$ cat config.mk
export PLATFORM = sky130hd
export DESIGN_NAME = pbl_top
export DESIGN_NICKNAME = d
export VERILOG_FILES = /design/src/hdl/pbl_pkg.sv /design/src/hdl/pbl_tol_detect.sv /design/src/hdl/pbl_top.sv
export VERILOG_INCLUDE_DIRS = /design/src /design/src/hdl
export SDC_FILE = /design/constraint.sdc
export NUM_CORES = 1
export LEC_CHECK = 0
export BUFFER_PORTS_ARGS = -buffer_cell sky130_fd_sc_hd__buf_2
export CORE_ASPECT_RATIO = 1.4
export CORE_UTILIZATION = 31
export DETAILED_ROUTE_END_ITERATION = 8
export GPL_TIMING_DRIVEN = 0
export SKIP_CTS_REPAIR_TIMING = 1
export SLEW_MARGIN = 20
export SYNTH_ARGS = -nofsm -noshare
export SYNTH_HDL_FRONTEND = slang
export SYNTH_SLANG_ARGS = --single-unit
$ cat constraint.sdc
create_clock -name mclk_i -period 1.73 [get_ports mclk_i]
set_input_delay 0.0865 -clock mclk_i [delete_from_list [all_inputs] [get_ports mclk_i]]
set_output_delay 0.0865 -clock mclk_i [all_outputs]
set_load 0.005 [all_outputs]
$ cat src/hdl/pbl_params.svh
/*
 * Constants for the PLL bandwidth and lock control block: register
 * offsets, field positions, reset values and timing counts.
 * Assumes a 20 MHz register clock and a byte-addressed APB slave.
 */
`ifndef PBL_PARAMS_SVH
`define PBL_PARAMS_SVH

// apb address map, byte addresses of aligned 32-bit words
`define PBL_ADDR_W 8
`define PBL_OFF_CTRL 8'h00
`define PBL_OFF_STAT 8'h04
`define PBL_OFF_EVT 8'h08
`define PBL_OFF_MASK 8'h0C

// control register fields
`define PBL_CTRL_W 5
`define PBL_CTRL_AUTO 0
`define PBL_CTRL_ACQ 1
`define PBL_CTRL_PON 2
`define PBL_CTRL_BCS 3
`define PBL_CTRL_IRQEN 4
`define PBL_CTRL_RST 5'h01

// status register fields
`define PBL_STAT_LOCK 0
`define PBL_STAT_TRACK 1
`define PBL_STAT_PON 2
`define PBL_STAT_BCS 3

// event and mask registers share one layout
`define PBL_EVT_W 2
`define PBL_EVT_LOCK_CHG 0
`define PBL_EVT_LOCK_LOSS 1
`define PBL_EVT_RST 2'h0
`define PBL_MASK_RST 2'h0

// tolerance detector qualification: least time, rounded up to cycles
`define PBL_CLK_PERIOD_NS 50
`define PBL_QUAL_TIME_NS 200
`define PBL_QUAL_CYC ((`PBL_QUAL_TIME_NS + `PBL_CLK_PERIOD_NS - 1) / `PBL_CLK_PERIOD_NS)
`define PBL_QUAL_CW 3

`endif

$ cat src/hdl/pbl_pkg.sv
/*
 * Types for the PLL bandwidth and lock control block.
 * Assumes pbl_params.svh supplies the numeric constants.
 */
package pbl_pkg;

  // loop filter operating mode
  typedef enum logic {
    PBL_ACQUIRE = 1'b0,
    PBL_TRACK   = 1'b1
  } pbl_filt_t;

  // apb slave phase
  typedef enum logic [1:0] {
    PBL_BUS_IDLE   = 2'b00,
    PBL_BUS_ANSWER = 2'b01
  } pbl_bus_st_t;

endpackage

$ cat src/hdl/pbl_tol_detect.sv
/*
 * Synchronises and qualifies the two VCO frequency tolerance
 * comparator outputs. Assumes the comparators are asynchronous
 * to mclk_i and may chatter near the window edges.
 */
`timescale 1ns/10ps
`default_nettype none
`include "pbl_params.svh"

module pbl_tol_detect (
  // clock and reset
  input wire logic mclk_i,
  input wire logic rst_i,
  // raw comparator levels
  input wire logic [1:0] tol_raw_i,
  // qualified levels
  output logic [1:0] tol_ok_o
);

  genvar gi;
  generate
    for (gi = 0; gi < 2; gi++) begin : g_ch
      logic meta_q;
      logic sync_q;
      logic ok_q;
      logic [`PBL_QUAL_CW-1:0] cnt_q;

      always_ff @(posedge mclk_i) begin
        if (rst_i) begin
          meta_q <= 1'b0;
          sync_q <= 1'b0;
        end else begin
          meta_q <= tol_raw_i[gi];
          sync_q <= meta_q;
        end
      end

      // a level is accepted only after it stays put, so chatter never toggles lock
      always_ff @(posedge mclk_i) begin
        if (rst_i) begin
          cnt_q <= '0;
          ok_q <= 1'b0;
        end else if (sync_q == ok_q) begin
          cnt_q <= '0;
        end else if (cnt_q == `PBL_QUAL_CW'(`PBL_QUAL_CYC - 1)) begin
          cnt_q <= '0;
          ok_q <= sync_q;
        end else begin
          cnt_q <= cnt_q + `PBL_QUAL_CW'(1);
        end
      end

      assign tol_ok_o[gi] = ok_q;
    end
  endgenerate

endmodule
`default_nettype wire

$ cat src/hdl/pbl_top.sv
/*
 * PLL loop filter bandwidth and lock control with an APB register
 * file and one level interrupt. Assumes the analog PLL supplies two
 * asynchronous comparator levels: VCO inside the acquisition window
 * and VCO inside the lock window, and accepts the filter mode, power
 * and base clock select levels driven here.
 */
`timescale 1ns/10ps
`default_nettype none
`include "pbl_params.svh"

// Function
// - With automatic bandwidth on and the PLL powered on, the lock detector moves the filter between acquire and track without software.
// - In automatic mode the acquire/track bit is read-only and shows the current filter mode.
// - In automatic mode with the PLL powered on, the acquire/track bit sets inside the VCO tolerance window and clears outside it.
// - In automatic mode the lock bit is read-only, set inside the lock tolerance while the PLL is powered on, and clear otherwise.
// - In automatic mode with the PLL interrupt enabled and the lock-change mask bit set, every toggle of the lock bit raises an interrupt.
// - With automatic bandwidth off, the acquire/track bit is a writable control: zero acquire, one track.
// - In manual mode the lock bit is disabled and no clock generator interrupt is raised.
module pbl_top (
  // clock and reset
  input wire logic mclk_i,
  input wire logic rst_i,
  // apb slave
  input wire logic psel_i,
  input wire logic penable_i,
  input wire logic pwrite_i,
  input wire logic [`PBL_ADDR_W-1:0] paddr_i,
  input wire logic [31:0] pwdata_i,
  output logic [31:0] prdata_o,
  output logic pready_o,
  output logic pslverr_o,
  // analog pll comparators, asynchronous
  input wire logic vco_in_acq_tol_i,
  input wire logic vco_in_lock_tol_i,
  // pll controls
  output logic loop_filter_track_o,
  output logic pll_power_on_o,
  output logic base_clock_select_o,
  output logic lock_o,
  // interrupt
  output logic irq_o
);

  // control register
  logic auto_q;
  logic pll_power_on_q;
  logic base_clock_select_q;
  logic pll_irq_enable_q;
  pbl_pkg::pbl_filt_t filt_q;
  pbl_pkg::pbl_filt_t filt_d;

  // lock and events
  logic lock_q;
  logic lock_d;
  logic [`PBL_EVT_W-1:0] evt_q;
  logic [`PBL_EVT_W-1:0] evt_d;
  logic [`PBL_EVT_W-1:0] evt_set;
  logic [`PBL_EVT_W-1:0] evt_clr;
  logic [`PBL_EVT_W-1:0] mask_q;
  logic irq_q;

  // bus
  pbl_pkg::pbl_bus_st_t bus_st_q;
  logic [31:0] rdata_q;
  logic ready_q;
  logic slverr_q;
  logic [31:0] rd_mux;
  logic addr_hit;
  logic wr_commit;
  logic wr_ctrl;
  logic wr_evt;
  logic wr_mask;
  logic wr_acq;

  // qualified comparator levels
  logic [1:0] tol_ok;
  logic acq_ok;
  logic lock_ok;
  logic auto_run;

  // reset image of the control word, so each bit's reset value is named once
  localparam logic [`PBL_CTRL_W-1:0] ctrl_rst = `PBL_CTRL_RST;

  // bit 0 is the acquisition window, bit 1 the lock window
  pbl_tol_detect u_tol (
    .mclk_i    (mclk_i),
    .rst_i     (rst_i),
    .tol_raw_i ({vco_in_lock_tol_i, vco_in_acq_tol_i}),
    .tol_ok_o  (tol_ok)
  );

  assign acq_ok = tol_ok[0];
  assign lock_ok = tol_ok[1];
  // the detector is meaningless with the vco powered down
  assign auto_run = auto_q & pll_power_on_q;

  // apb decode
  always_comb begin
    addr_hit = 1'b1;
    rd_mux = 32'h0000_0000;
    unique case (paddr_i)
      `PBL_OFF_CTRL: begin
        rd_mux[`PBL_CTRL_AUTO] = auto_q;
        rd_mux[`PBL_CTRL_ACQ] = filt_q;
        rd_mux[`PBL_CTRL_PON] = pll_power_on_q;
        rd_mux[`PBL_CTRL_BCS] = base_clock_select_q;
        rd_mux[`PBL_CTRL_IRQEN] = pll_irq_enable_q;
      end
      `PBL_OFF_STAT: begin
        rd_mux[`PBL_STAT_LOCK] = lock_q;
        rd_mux[`PBL_STAT_TRACK] = filt_q;
        rd_mux[`PBL_STAT_PON] = pll_power_on_q;
        rd_mux[`PBL_STAT_BCS] = base_clock_select_q;
      end
      `PBL_OFF_EVT: rd_mux[`PBL_EVT_W-1:0] = evt_q;
      `PBL_OFF_MASK: rd_mux[`PBL_EVT_W-1:0] = mask_q;
      default: addr_hit = 1'b0;
    endcase
  end

  assign wr_commit = (bus_st_q == pbl_pkg::PBL_BUS_ANSWER) & psel_i & penable_i & pwrite_i & addr_hit;
  assign wr_ctrl = wr_commit & (paddr_i == `PBL_OFF_CTRL);
  assign wr_evt = wr_commit & (paddr_i == `PBL_OFF_EVT);
  assign wr_mask = wr_commit & (paddr_i == `PBL_OFF_MASK);
  assign wr_acq = pwdata_i[`PBL_CTRL_ACQ];

  // apb phase: zero wait states, answer in the first access cycle
  // read data is the state at the setup edge; a write lands one edge later
  always_ff @(posedge mclk_i) begin
    if (rst_i) begin
      bus_st_q <= pbl_pkg::PBL_BUS_IDLE;
      ready_q <= 1'b0;
      slverr_q <= 1'b0;
      rdata_q <= 32'h0000_0000;
    end else begin
      unique case (bus_st_q)
        pbl_pkg::PBL_BUS_IDLE: begin
          if (psel_i && !penable_i) begin
            bus_st_q <= pbl_pkg::PBL_BUS_ANSWER;
            ready_q <= 1'b1;
            slverr_q <= ~addr_hit;
            rdata_q <= pwrite_i ? 32'h0000_0000 : rd_mux;
          end
        end
        pbl_pkg::PBL_BUS_ANSWER: begin
          bus_st_q <= pbl_pkg::PBL_BUS_IDLE;
          ready_q <= 1'b0;
          slverr_q <= 1'b0;
          rdata_q <= 32'h0000_0000;
        end
        default: begin
          bus_st_q <= pbl_pkg::PBL_BUS_IDLE;
          ready_q <= 1'b0;
        end
      endcase
    end
  end

  // software controls
  always_ff @(posedge mclk_i) begin
    if (rst_i) begin
      auto_q <= ctrl_rst[`PBL_CTRL_AUTO];
      pll_power_on_q <= ctrl_rst[`PBL_CTRL_PON];
      base_clock_select_q <= ctrl_rst[`PBL_CTRL_BCS];
      pll_irq_enable_q <= ctrl_rst[`PBL_CTRL_IRQEN];
    end else if (wr_ctrl) begin
      auto_q <= pwdata_i[`PBL_CTRL_AUTO];
      pll_power_on_q <= pwdata_i[`PBL_CTRL_PON];
      base_clock_select_q <= pwdata_i[`PBL_CTRL_BCS];
      pll_irq_enable_q <= pwdata_i[`PBL_CTRL_IRQEN];
    end
  end

  // filter mode: detector owns it in auto, software in manual
  always_comb begin
    filt_d = filt_q;
    if (auto_q) begin
      // writes to the select bit are ignored here
      filt_d = (auto_run && acq_ok) ? pbl_pkg::PBL_TRACK : pbl_pkg::PBL_ACQUIRE;
    end else if (wr_ctrl) begin
      filt_d = wr_acq ? pbl_pkg::PBL_TRACK : pbl_pkg::PBL_ACQUIRE;
    end
  end

  always_ff @(posedge mclk_i) begin
    if (rst_i) begin
      filt_q <= pbl_pkg::PBL_ACQUIRE;
    end else begin
      filt_q <= filt_d;
    end
  end

  // lock indicator, forced low when disabled in manual mode
  assign lock_d = auto_run & lock_ok;

  always_ff @(posedge mclk_i) begin
    if (rst_i) begin
      lock_q <= 1'b0;
    end else begin
      lock_q <= lock_d;
    end
  end

  // events: any lock toggle in automatic mode, and lock lost while the vco drives the base clock
  always_comb begin
    evt_set = '0;
    evt_set[`PBL_EVT_LOCK_CHG] = auto_q & (lock_d != lock_q);
    evt_set[`PBL_EVT_LOCK_LOSS] = auto_q & base_clock_select_q & lock_q & ~lock_d;
    evt_clr = wr_evt ? pwdata_i[`PBL_EVT_W-1:0] : '0;
    // set wins over a write-one-to-clear in the same cycle
    evt_d = (evt_q & ~evt_clr) | evt_set;
    if (!auto_q) begin
      evt_d = '0;
    end
  end

  always_ff @(posedge mclk_i) begin
    if (rst_i) begin
      evt_q <= `PBL_EVT_RST;
    end else begin
      evt_q <= evt_d;
    end
  end

  always_ff @(posedge mclk_i) begin
    if (rst_i) begin
      mask_q <= `PBL_MASK_RST;
    end else if (wr_mask) begin
      mask_q <= pwdata_i[`PBL_EVT_W-1:0];
    end
  end

  // enable bit gates the whole source; manual mode never interrupts
  always_ff @(posedge mclk_i) begin
    if (rst_i) begin
      irq_q <= 1'b0;
    end else begin
      irq_q <= auto_q & pll_irq_enable_q & (|(evt_q & mask_q));
    end
  end

  assign prdata_o = rdata_q;
  assign pready_o = ready_q;
  assign pslverr_o = slverr_q;
  assign loop_filter_track_o = filt_q;
  assign pll_power_on_o = pll_power_on_q;
  assign base_clock_select_o = base_clock_select_q;
  assign lock_o = lock_q;
  assign irq_o = irq_q;
endmodule
`default_nettype wire

After elaboration in Yosys (flattened, before gate mapping)
Index checks and enable logic that the tools add are counted.
{"block": "classes", "n_addsub": 2, "eq_ne": 9, "n_mux": 14, "bitwise": 25, "reduce_logical": 17}
{"operator": "$pmux 32 s2", "count": 1}
{"operator": "$mux 32", "count": 1}
{"operator": "$eq 8x4->1 const B", "count": 2}
{"operator": "$and 1x1->1", "count": 15}
{"operator": "$eq 8x3->1 const B", "count": 1}
{"operator": "$logic_not 8->1", "count": 1}
{"operator": "$pmux 2 s4", "count": 1}
{"operator": "$reduce_or 2->1", "count": 4}
{"operator": "$mux 1", "count": 7}
{"operator": "$add 3x1->3 const B", "count": 2}
{"operator": "$eq 3x2->1 const B", "count": 2}
{"operator": "$not 1->1", "count": 6}
{"operator": "$reduce_and 2->1", "count": 3}
{"operator": "$reduce_or 3->1", "count": 2}
{"operator": "$mux 5", "count": 1}
{"operator": "$and 2x2->2", "count": 2}
{"operator": "$mux 2", "count": 2}
{"operator": "$reduce_bool 2->1", "count": 2}
{"operator": "$reduce_or 4->1", "count": 1}
{"operator": "$eq 1x1->1", "count": 2}
{"operator": "$logic_and 1x1->1", "count": 2}
{"operator": "$logic_not 2->1", "count": 1}
{"operator": "$ne 2x2->1 const B", "count": 1}
{"operator": "$not 2->2", "count": 1}
{"operator": "4 further kinds", "count": 4}
{"block": "word_totals", "reg_bits": 57}

Depth between registers and ports, before layout
Gate-level depths: netlist of run 1.
{"block": "logic_depth", "ltp_word": 9, "depth_mapped": 4, "mapped_depth_nobuf": 4}

By module
A second synthesis of run 1 with hierarchy kept.
{"block": "hier_totals", "cells_unflattened": 162, "hier_area_um2": 1560.2}
{"module": "pbl_top", "n_inst": 1, "cells_per_inst": 125, "area_each_um2": 1108.6}
{"module": "pbl_tol_detect", "n_inst": 1, "cells_per_inst": 37, "area_each_um2": 451.7}

Worst setup path after synthesis of run 1
Ideal clock, no wire load.
{"block": "synth_path", "kind": "input-to-reg", "start": "input paddr_i[5]", "end": "register rdata_q[4] (netlist: prdata_o[4])", "setup_ns": 0.088, "t_arrival_ns": 1.484, "required_time_ns": 1.642, "path_slack_ns": 0.157, "stages": 4, "cell_sequence": "or4_4 > buf_6 > or4b_4 > o32ai_2"}
{"block": "synth_between", "elab_chain_cells": 5}
{"item": "start: declaration", "line_no": "pbl_top.sv:28", "text": "input wire logic [`PBL_ADDR_W-1:0] paddr_i,"}
{"item": "$logic_not 8->1", "line_no": "pbl_top.sv:102", "text": "unique case (paddr_i)"}
{"item": "$mux 1", "line_no": "pbl_top.sv:102"}
{"item": "$mux 5", "line_no": "pbl_top.sv:143", "text": "rdata_q <= pwrite_i ? 32'h0000_0000 : rd_mux;"}
{"item": "$mux 32", "line_no": "pbl_top.sv:139", "text": "if (psel_i && !penable_i) begin"}
{"item": "$pmux 32 s2", "line_no": "pbl_top.sv:137", "text": "unique case (bus_st_q)"}
{"item": "end signal: assignment", "line_no": "pbl_top.sv:143"}
{"item": "end: declaration", "line_no": "pbl_top.sv:65", "text": "logic [31:0] rdata_q;"}
Every way passes these cells. The select of a mux whose other input is x is not followed.
A chain may end at the register's enable or synchronous reset.

Worst setup path in the final report of run 1
{"block": "layout_path", "start": "register bus_st_q[0]", "end": "register rdata_q[4] (netlist: prdata_o[4])"}
{"block": "layout_between", "elab_chain_cells": 3, "word_cells_on_any_way": 5, "classes_between": "eq/ne (1); mux (1); reduce/logical (3)"}
{"item": "start: declaration", "line_no": "pbl_top.sv:64", "text": "pbl_pkg::pbl_bus_st_t bus_st_q;"}
{"item": "start signal: assignment", "line_no": "pbl_top.sv:132", "text": "bus_st_q <= pbl_pkg::PBL_BUS_IDLE;"}
{"item": "start signal: assignment", "line_no": "pbl_top.sv:140", "text": "bus_st_q <= pbl_pkg::PBL_BUS_ANSWER;"}
{"item": "start signal: assignment", "line_no": "pbl_top.sv:147", "text": "bus_st_q <= pbl_pkg::PBL_BUS_IDLE;"}
{"item": "$logic_not 2->1", "line_no": "pbl_top.sv:137"}
{"item": "$ne 2x2->1 (no line) / $reduce_bool 2->1 (equally long branches)"}
{"item": "$reduce_and 2->1 (no line)"}
Parallel ways exist; a longest one is shown, timed or not.

==> impl_metrics.csv, run 1 <==
group,metric,value,unit
setup_path,crit_slowest_cell,"or4b_4",
layout,layout.cells.non_filler,283,
synthesis,syn_area,1520,um^2
synthesis,synth_common_cells,"30 x dfxtp_1, 27 x buf_4, 13 x nand2b_1, 13 x nor2_1, 11 x inv_1",
layout,nNetsFinal,271,
setup_path,worst-path-stages,3,
sta,fmax,611,MHz
synthesis,synth.avg_cell_area,9.65,um^2
sta,slew_viol_final,0,
sta,rsz0062_at_grt,"false",
synthesis,yosys.area_share.adder,0.0330,
layout,multi_input_area,742,um^2
setup_path,worstSetupEndpointType,"flop",
floorplanning,rows,29,
synthesis,synth-simple-area-share,0.212,
synthesis,synth-seq-cells,30,
clock_network,numCtsBuffers,5,
sta,finalSetupViolations,0,
global_route,antenna_found_initial,0,
synthesis,synth-xor-area-share,0.0173,
floorplanning,die-area,5180,um^2
synthesis,synth-compound-area-share,0.0784,
setup_path,crit_type,"reg2reg",
route,ant_nets,0,
layout,num_antenna_cells,0,
synthesis,synthMuxAreaShare,0.0818,
clock_network,clk_pin_slew_worst_paths,0.06,ns
power_and_ir_drop,peakVddDrop,0.305,mV
setup_path,cpLargestDelayFamily,"simple AND/OR/NAND/NOR gates",
power_and_ir_drop,p_total,1.41,mW
setup_path,cp-start-kind,"flop",
clock_network,cts_max_level,2,
setup_path,crit_fanout,6,
placement,gp_congestion,0.786,
setup_path,ff2ff_path_depth,3,
global_route,globalRouteTotalUtil,0.111,
synthesis,synth_most_common_cell,"dfxtp_1",
setup_path,arrival,1.82,ns
sta,period_minus_slack,1.64,ns
synthesis,synth_edf_count,0,
sta,post-route-period-util,0.947,
floorplanning,design.core.area,4610,um^2
route,dr.first_iter.drc_count,46,
global_route,overflow,0,
run,drv_cap,0,
hold_path,holdPathStages,2,
clock_network,clock_latency,0.28,ns
clock_network,cts_tree,"built",
layout,area_growth,27.5,%
floorplanning,die_w,61.1,um
synthesis,yosysUniqueCellTypes,40,
synthesis,yosys_warnings,0,
sta,skew,0.00441,ns
layout,drive_above_1_share,0.339,
clock_network,cts-root-buf,"clkbuf_8",
global_route,grt_max_degree,11,
route,dr_total_vias,1141,
clock_network,cts_sinks,30,
route,remaining_drc_errors,0,
power_and_ir_drop,p_per_area,732,nW/um^2
clock_network,clockBufferDepth,2,
synthesis,yosys_most_used_dff,"dfxtp_1",
placement,port-buffer-count,30,
route,drt-wirelength-per-cell,9.99,um
setup_path,critPathMaxStageDelay,0.55,ns
placement,hpwl,2210,um
synthesis,synth_cells,157,
synthesis,synth_top_area_frac,0.396,
layout,fillerInstances,492,
status,outcome,"completed",
placement,placed_cells,275,
power_and_ir_drop,power.static_leakage,0.859,nW
floorplanning,die_y,84.7,um
setup_path,crit_required,1.91,ns
synthesis,ys_seq_area_frac,0.396,
layout,final_core_util,0.419,
global_route,grt_pass1_wl,4270,um
layout,seq_area,601,um^2
floorplanning,initial_core_util,0.329,
synthesis,synthTopCellsByArea,"dfxtp_1 40%, buf_4 13%, mux2i_1 5.9%",
hold_path,min_path_type,"in2reg",
sta,hold_viol,0,
setup_path,critPathBufInv,0,
route,routed_wl,2830,um
synthesis,yosys.area.top_type,"dfxtp_1",
route,drt_first_pass_iters,4,
floorplanning,ios,86,
route,routed_via_density,4.03,
synthesis,synthArstFlopShare,0,
global_route,grt_pass1_vias,960,
setup_path,crit_chain,"nor4b_1 -> or4b_4 -> o32ai_2",
synthesis,synth_top_family_by_area,"simple AND/OR/NAND/NOR gates",
cell usage in the layout, fill, tap and decap left out, types with 2 or more instances in the layout:
cell / count
inv_1: 11
o2bb2ai_1: 2
buf_2: 30
clkbuf_8: 6
clkbuf_1: 5
nor2b_1: 5
conb_1: 27
o41ai_1: 2
buf_4: 27
nand2_1: 2
ha_1: 4
a21oi_1: 2
or3_1: 3
dfxtp_1: 30
a311oi_1: 2
nand2b_1: 13
xnor2_1: 2
mux2i_1: 9
o32ai_1: 2
or2_2: 2
nor2_1: 13
where the power goes:
part	leakage, nW	switching (mW)	internal, mW
registers	0.243	0.00451	0.699
logic	0.568	0.0661	0.0802
clock network	0.0482	0.244	0.320
total	0.859	0.315	1.10
metal layers:
layer	global-route usage	part of all wire	vias to the layer above
met5	0	0	-
met4	0.0620	0.017	0
met3	0.0354	0.064	6
met2	0.173	0.49	45
met1	0.130	0.43	488
li1	-	-	602
registers in the layout (all words and copies together) (netlist names):
signal               count
pll_power_on_o           1
prdata_o                 5
bus_st_q                 1
irq_o                    1
u_tol.g_ch.sync_q        2
loop_filter_track_o      1
mask_q                   2
u_tol.g_ch.meta_q        2
pslverr_o                1
base_clock_select_o      1
u_tol.g_ch.ok_q          2
auto_q                   1
u_tol.g_ch.cnt_q         6
evt_q                    2
lock_o                   1
pll_irq_enable_q         1
cells by family (layout without fill, tap and decap cells):
kind of cell,Yosys count,after routing
other cells,1,27
fa+ha+maj,4,4
simple gates,51,51
mux,11,11
flops,30,30
compound gates,14,14
buf+inv,43,81
xor+xnor,3,3
area by class of cell:
cell class	count	share of cell area
multi-input cells	110	0.384
flip-flops and latches	30	0.311
plain buffers	32	0.119
repair buffers	30	0.0777
clock buffers	7	0.0447
well taps	62	0.0402
inverters	11	0.0214
clock inverters	1	0.00259
worst register-to-register path, delay by kind of cell, from the launching register on:
family,cells,cell delay (ns)
AND/OR/NAND/NOR,2,0.92
flip-flops,1,0.36
AO/OA/AOI/OAI,1,0.27
through the flow:
step | cell area (um^2) | setup WS [ns] | hold slack [ns] | TNS [ns]
after CTS | 1930 | 0.102 | 0.00205 | 0
final | 1930 | 0.0922 | 0.0117 | 0
after detailed placement | 1840 | -0.0233 | 0.300 | -0.0233
after global routing | 1930 | 0.0201 | 0.0172 | 0
after global placement | 1840 | 0.00245 | 0.296 | 0
after floorplan | 1610 | 0.157 | 0.171 | 0
worst paths after layout:
kind | start | slack [ns] | endpoint
worst max-delay path | bus_st_q[0] | 0.09 | prdata_o[4]
worst max register to register | bus_st_q[0] | 0.09 | prdata_o[4]
worst min register to register | u_tol.g_ch[0].cnt_q[0] | 0.43 | u_tol.g_ch[0].cnt_q[0]
worst min-delay path | penable_i | 0.01 | bus_st_q[0]
(Power assumes the default switching activity.)
==> inputs of run 2 (changes only) <==
- BUFFER_PORTS_ARGS: -buffer_cell sky130_fd_sc_hd__buf_2 -> unset
- DONT_BUFFER_PORTS: unset -> 1
==> impl_metrics.csv, run 2 (synthesis gave the netlist of run 1 again) <==
group,metric,value,unit
route,routed_wl,2800,um
setup_path,worst-path-stages,3,
status,violations,"negative hold slack",
setup_path,cpLargestDelayFamily,"simple AND/OR/NAND/NOR gates",
power_and_ir_drop,p_per_area,734,nW/um^2
placement,placed_cells,245,
global_route,grt_pass1_vias,963,
sta,fmax,630,MHz
layout,drive_above_1_share,0.235,
run,drv_cap,0,
sta,setup_tns,0,ns
placement,gp_congestion,0.791,
sta,holdWs,-0.000336,ns
setup_path,worstSetupEndpointType,"flop",
floorplanning,die_y,84.7,um
route,dr.first_iter.drc_count,49,
floorplanning,rows,29,
setup_path,crit_type,"reg2reg",
layout,largest_reg_flops,6,
global_route,globalRouteTotalUtil,0.114,
layout,final_core_util,0.409,
floorplanning,die_w,61.1,um
sta,rsz0062_at_grt,"false",
placement,port-buffer-count,0,
floorplanning,die-area,5180,um^2
placement,hpwl,2130,um
global_route,grt_max_degree,11,
layout,largest_register,"u_tol.g_ch.cnt_q",
route,routed_via_density,4.19,
setup_path,critPathMaxStageDelay,0.53,ns
hold_path,hp-start,"rst_i",
layout,layout.cells.non_filler,262,
layout,area_growth,24.4,%
setup_path,crit_fanout,6,
setup_path,arrival,1.78,ns
power_and_ir_drop,p_total,1.38,mW
hold_path,min_path_type,"in2reg",
global_route,grt_pass1_wl,4360,um
clock_network,cts_tree,"built",
sta,period_minus_slack,1.59,ns
clock_network,cts-root-buf,"clkbuf_8",
setup_path,rr_endpoint,"prdata_o[4]",
route,drt_first_pass_iters,3,
setup_path,crit_required,1.92,ns
clock_network,clock_latency,0.28,ns
setup_path,ff2ff_path_depth,3,
clock_network,cts_sinks,30,
floorplanning,initial_core_util,0.329,
status,outcome,"complete, but fails checks",
clock_network,clockBufferDepth,2,
global_route,antenna_found_initial,0,
sta,post-route-period-util,0.918,
layout,nNetsFinal,252,
route,ant_nets,0,
power_and_ir_drop,peakVddDrop,0.290,mV
setup_path,cp-start-kind,"flop",
setup_path,crit_slowest_cell,"or4b_4",
placement,dp_slack,0.0856,ns
layout,layout_common_cells,"30 x dfxtp_1, 29 x buf_4, 27 x conb_1",
sta,slew_viol_final,0,
clock_network,numCtsBuffers,5,
setup_path,critPathBufInv,0,
clock_network,cts_max_level,2,
layout,fillerInstances,486,
hold_path,holdPathEnd,"mask_q[0]",
setup_path,timing.rr.start,"bus_st_q[0]",
sta,finalSetupViolations,0,
hold_path,holdPathStages,2,
layout,num_antenna_cells,0,
setup_path,reg2reg_slack,0.14,ns
power_and_ir_drop,power.static_leakage,0.767,nW
layout,final_common_cell,"dfxtp_1",
floorplanning,ios,86,
floorplanning,design.core.area,4610,um^2
clock_network,clk_pin_slew_worst_paths,0.06,ns
route,dr_total_vias,1099,
sta,hold_viol,1,
sta,setup_ws,0.143,ns
sta,skew,0.00331,ns
route,drt-wirelength-per-cell,10.7,um
setup_path,crit_chain,"nor4b_2 -> or4b_4 -> o32ai_2",
route,remaining_drc_errors,0,
global_route,overflow,0,
## run 2: where the power goes
group | internal [mW] | switching [mW]
sequential | 0.699 | 0.00542
combinational | 0.0789 | 0.0551
clock | 0.306 | 0.239
## run 2: worst max path at each step
| stage | start | slack, ns | to |
|---|---|---|---|
| detailed placement | paddr_i[5] | 0.09 | prdata_o[4] |
| global placement | bus_st_q[0] | 0.09 | loop_filter_track_o |
| floorplan | paddr_i[5] | 0.16 | prdata_o[4] |
| finish | bus_st_q[0] | 0.14 | prdata_o[4] |
| global route | bus_st_q[0] | 0.04 | prdata_o[2] |
| CTS | bus_st_q[0] | 0.07 | loop_filter_track_o |
## run 2: layout make-up
class,count,area [um^2],area share
buffer,32,229,0.122
tap,62,77.6,0.0412
multi-input combinational,110,748,0.397
inverter,11,41.3,0.0219
sequential,30,601,0.319
timing repair buffer,11,105,0.0558
clock buffer,6,82.6,0.0438
## run 2: layer usage
layer	vias up	GRT usage	share of wire
met5	-	0	0
met4	0	0.0682	0.025
met3	8	0.0401	0.071
met2	44	0.182	0.49
met1	480	0.126	0.41
li1	567	-	-
## run 2: per-stage QoR
step           hold WS [ns]  area (um^2)
3_3_place_gp          0.180         1690
6_report          -0.000336         1880
5_1_grt              0.0122         1880
2_1_floorplan         0.171         1610
4_1_cts              -0.121         1770
3_5_place_dp          0.179         1690
==> inputs of run 3 (changes only) <==
==> constraint.sdc (replaced) <==
create_clock -name mclk_i -period 1.73 [get_ports mclk_i]
set_input_delay 0.0865 -clock mclk_i [delete_from_list [all_inputs] [get_ports mclk_i]]
set_output_delay 0.0865 -clock mclk_i [all_outputs]
set_load 0.02 [all_outputs]
==> impl_metrics.csv, run 3 (synthesis gave the netlist of run 1 again) <==
group,metric,value,unit
status,outcome,"complete, but fails checks",
status,violations,"negative hold slack",
global_route,grt_pass1_vias,963,
floorplanning,die_w,61.1,um
route,dr.first_iter.drc_count,55,
clock_network,cts_sinks,30,
route,routed_wl,2840,um
run,drv_cap,0,
route,routed_via_density,4.22,
setup_path,cpLargestDelayFamily,"simple AND/OR/NAND/NOR gates",
sta,post-route-period-util,0.916,
floorplanning,die_y,84.7,um
sta,holdWs,-0.00112,ns
placement,placed_cells,245,
setup_path,critPathMaxStageDelay,0.57,ns
layout,drive_above_1_share,0.244,
sta,period_minus_slack,1.58,ns
setup_path,crit_fanout,5,
global_route,antenna_found_initial,0,
route,drt_first_pass_iters,4,
layout,layout.cells.non_filler,263,
layout,largest_reg_flops,6,
global_route,globalRouteTotalUtil,0.114,
power_and_ir_drop,peakVddDrop,0.294,mV
setup_path,worst-path-stages,4,
layout,largest_register,"u_tol.g_ch.cnt_q",
sta,rsz0062_at_grt,"false",
floorplanning,design.core.area,4610,um^2
clock_network,clk_pin_slew_worst_paths,0.06,ns
floorplanning,rows,29,
sta,finalSetupViolations,0,
route,ant_nets,0,
floorplanning,ios,86,
clock_network,cts_max_level,2,
hold_path,min_path_type,"in2reg",
sta,hold_viol,1,
layout,nNetsFinal,253,
sta,skew,0.00371,ns
route,dr_total_vias,1109,
clock_network,numCtsBuffers,5,
sta,slew_viol_final,0,
setup_path,ff2ff_path_depth,3,
placement,port-buffer-count,0,
power_and_ir_drop,p_per_area,755,nW/um^2
setup_path,cp-start-kind,"input pin",
setup_path,critPathBufInv,1,
global_route,grt_pass1_wl,4360,um
setup_path,worstSetupEndpointType,"flop",
setup_path,crit_type,"in2reg",
setup_path,crit_slowest_cell,"dlygate4sd3_1",
global_route,grt_max_degree,11,
hold_path,holdPathStages,2,
clock_network,clockBufferDepth,2,
route,remaining_drc_errors,0,
setup_path,crit_required,1.92,ns
layout,num_antenna_cells,0,
layout,layout_common_cells,"30 x buf_4, 29 x dfxtp_1, 27 x conb_1",
power_and_ir_drop,power.static_leakage,0.773,nW
sta,fmax,631,MHz
floorplanning,die-area,5180,um^2
placement,gp_congestion,0.791,
setup_path,crit_chain,"dlygate4sd3_1 -> nor4b_2 -> or4b_4 -> o32ai_2",
layout,area_growth,24.9,%
global_route,overflow,0,
floorplanning,initial_core_util,0.329,
layout,final_common_cell,"buf_4",
clock_network,cts-root-buf,"clkbuf_8",
route,drt-wirelength-per-cell,10.8,um
setup_path,arrival,1.77,ns
clock_network,clock_latency,0.28,ns
clock_network,cts_tree,"built",
placement,hpwl,2130,um
-- run 3: cell count changes in the layout (fill, tap and decap cells not counted), sizes merged --
cell	before	now
buf	30	31
-- run 3: metrics by stage --
stage	setup TNS [ns]	worst slack, ns	instance area, um^2	util	power, mW
after detailed placement	-0.0519	-0.0519	1690	0.367	0.878
after global routing	0	0.0590	1890	0.411	1.49
after CTS	-0.0741	-0.0741	1770	0.385	1.43
after global placement	-0.0533	-0.0533	1690	0.367	0.878
after floorplan	0	0.115	1610	-	0.867
final	0	0.146	1890	0.411	1.43
-- run 3: cell type report --
cell class | count | area [um^2]
plain buffers | 32 | 229
clock buffers | 6 | 82.6
fillers | 484 | 2720
inverters | 11 | 41.3
multi-input cells | 110 | 748
flip-flops and latches | 30 | 602
well taps | 62 | 77.6
repair buffers | 12 | 113
-- run 3: worst reg2reg max path, cell delays in order, from the launching register on --
cell,delay (ns)
dfxtp_2,0.38
nor4b_2,0.30
or4b_4,0.54
o32ai_2,0.27
-- run 3: worst paths after layout --
kind,start,end,slack [ns]
worst max-delay path,penable_i,prdata_o[4],0.15
worst min-delay path,rst_i,mask_q[0],-0.001
worst max register to register,bus_st_q[0],prdata_o[4],0.15
worst min register to register,u_tol.g_ch[0].cnt_q[0],u_tol.g_ch[0].cnt_q[0],0.42
-- run 3: metal layers --
metal / wire, um / GRT usage
met1: 1140 / 0.126
met4: 69 / 0.0682
met5: 0 / 0
met2: 1380 / 0.182
met3: 244 / 0.0401
-- run 3: where the power goes --
| group | internal [mW] | total [mW] | switching (mW) |
|---|---|---|---|
| registers | 0.700 | 0.708 | 0.00819 |
| logic | 0.0825 | 0.176 | 0.0937 |
| clock network | 0.306 | 0.546 | 0.240 |
| total | 1.09 | 1.43 | 0.342 |
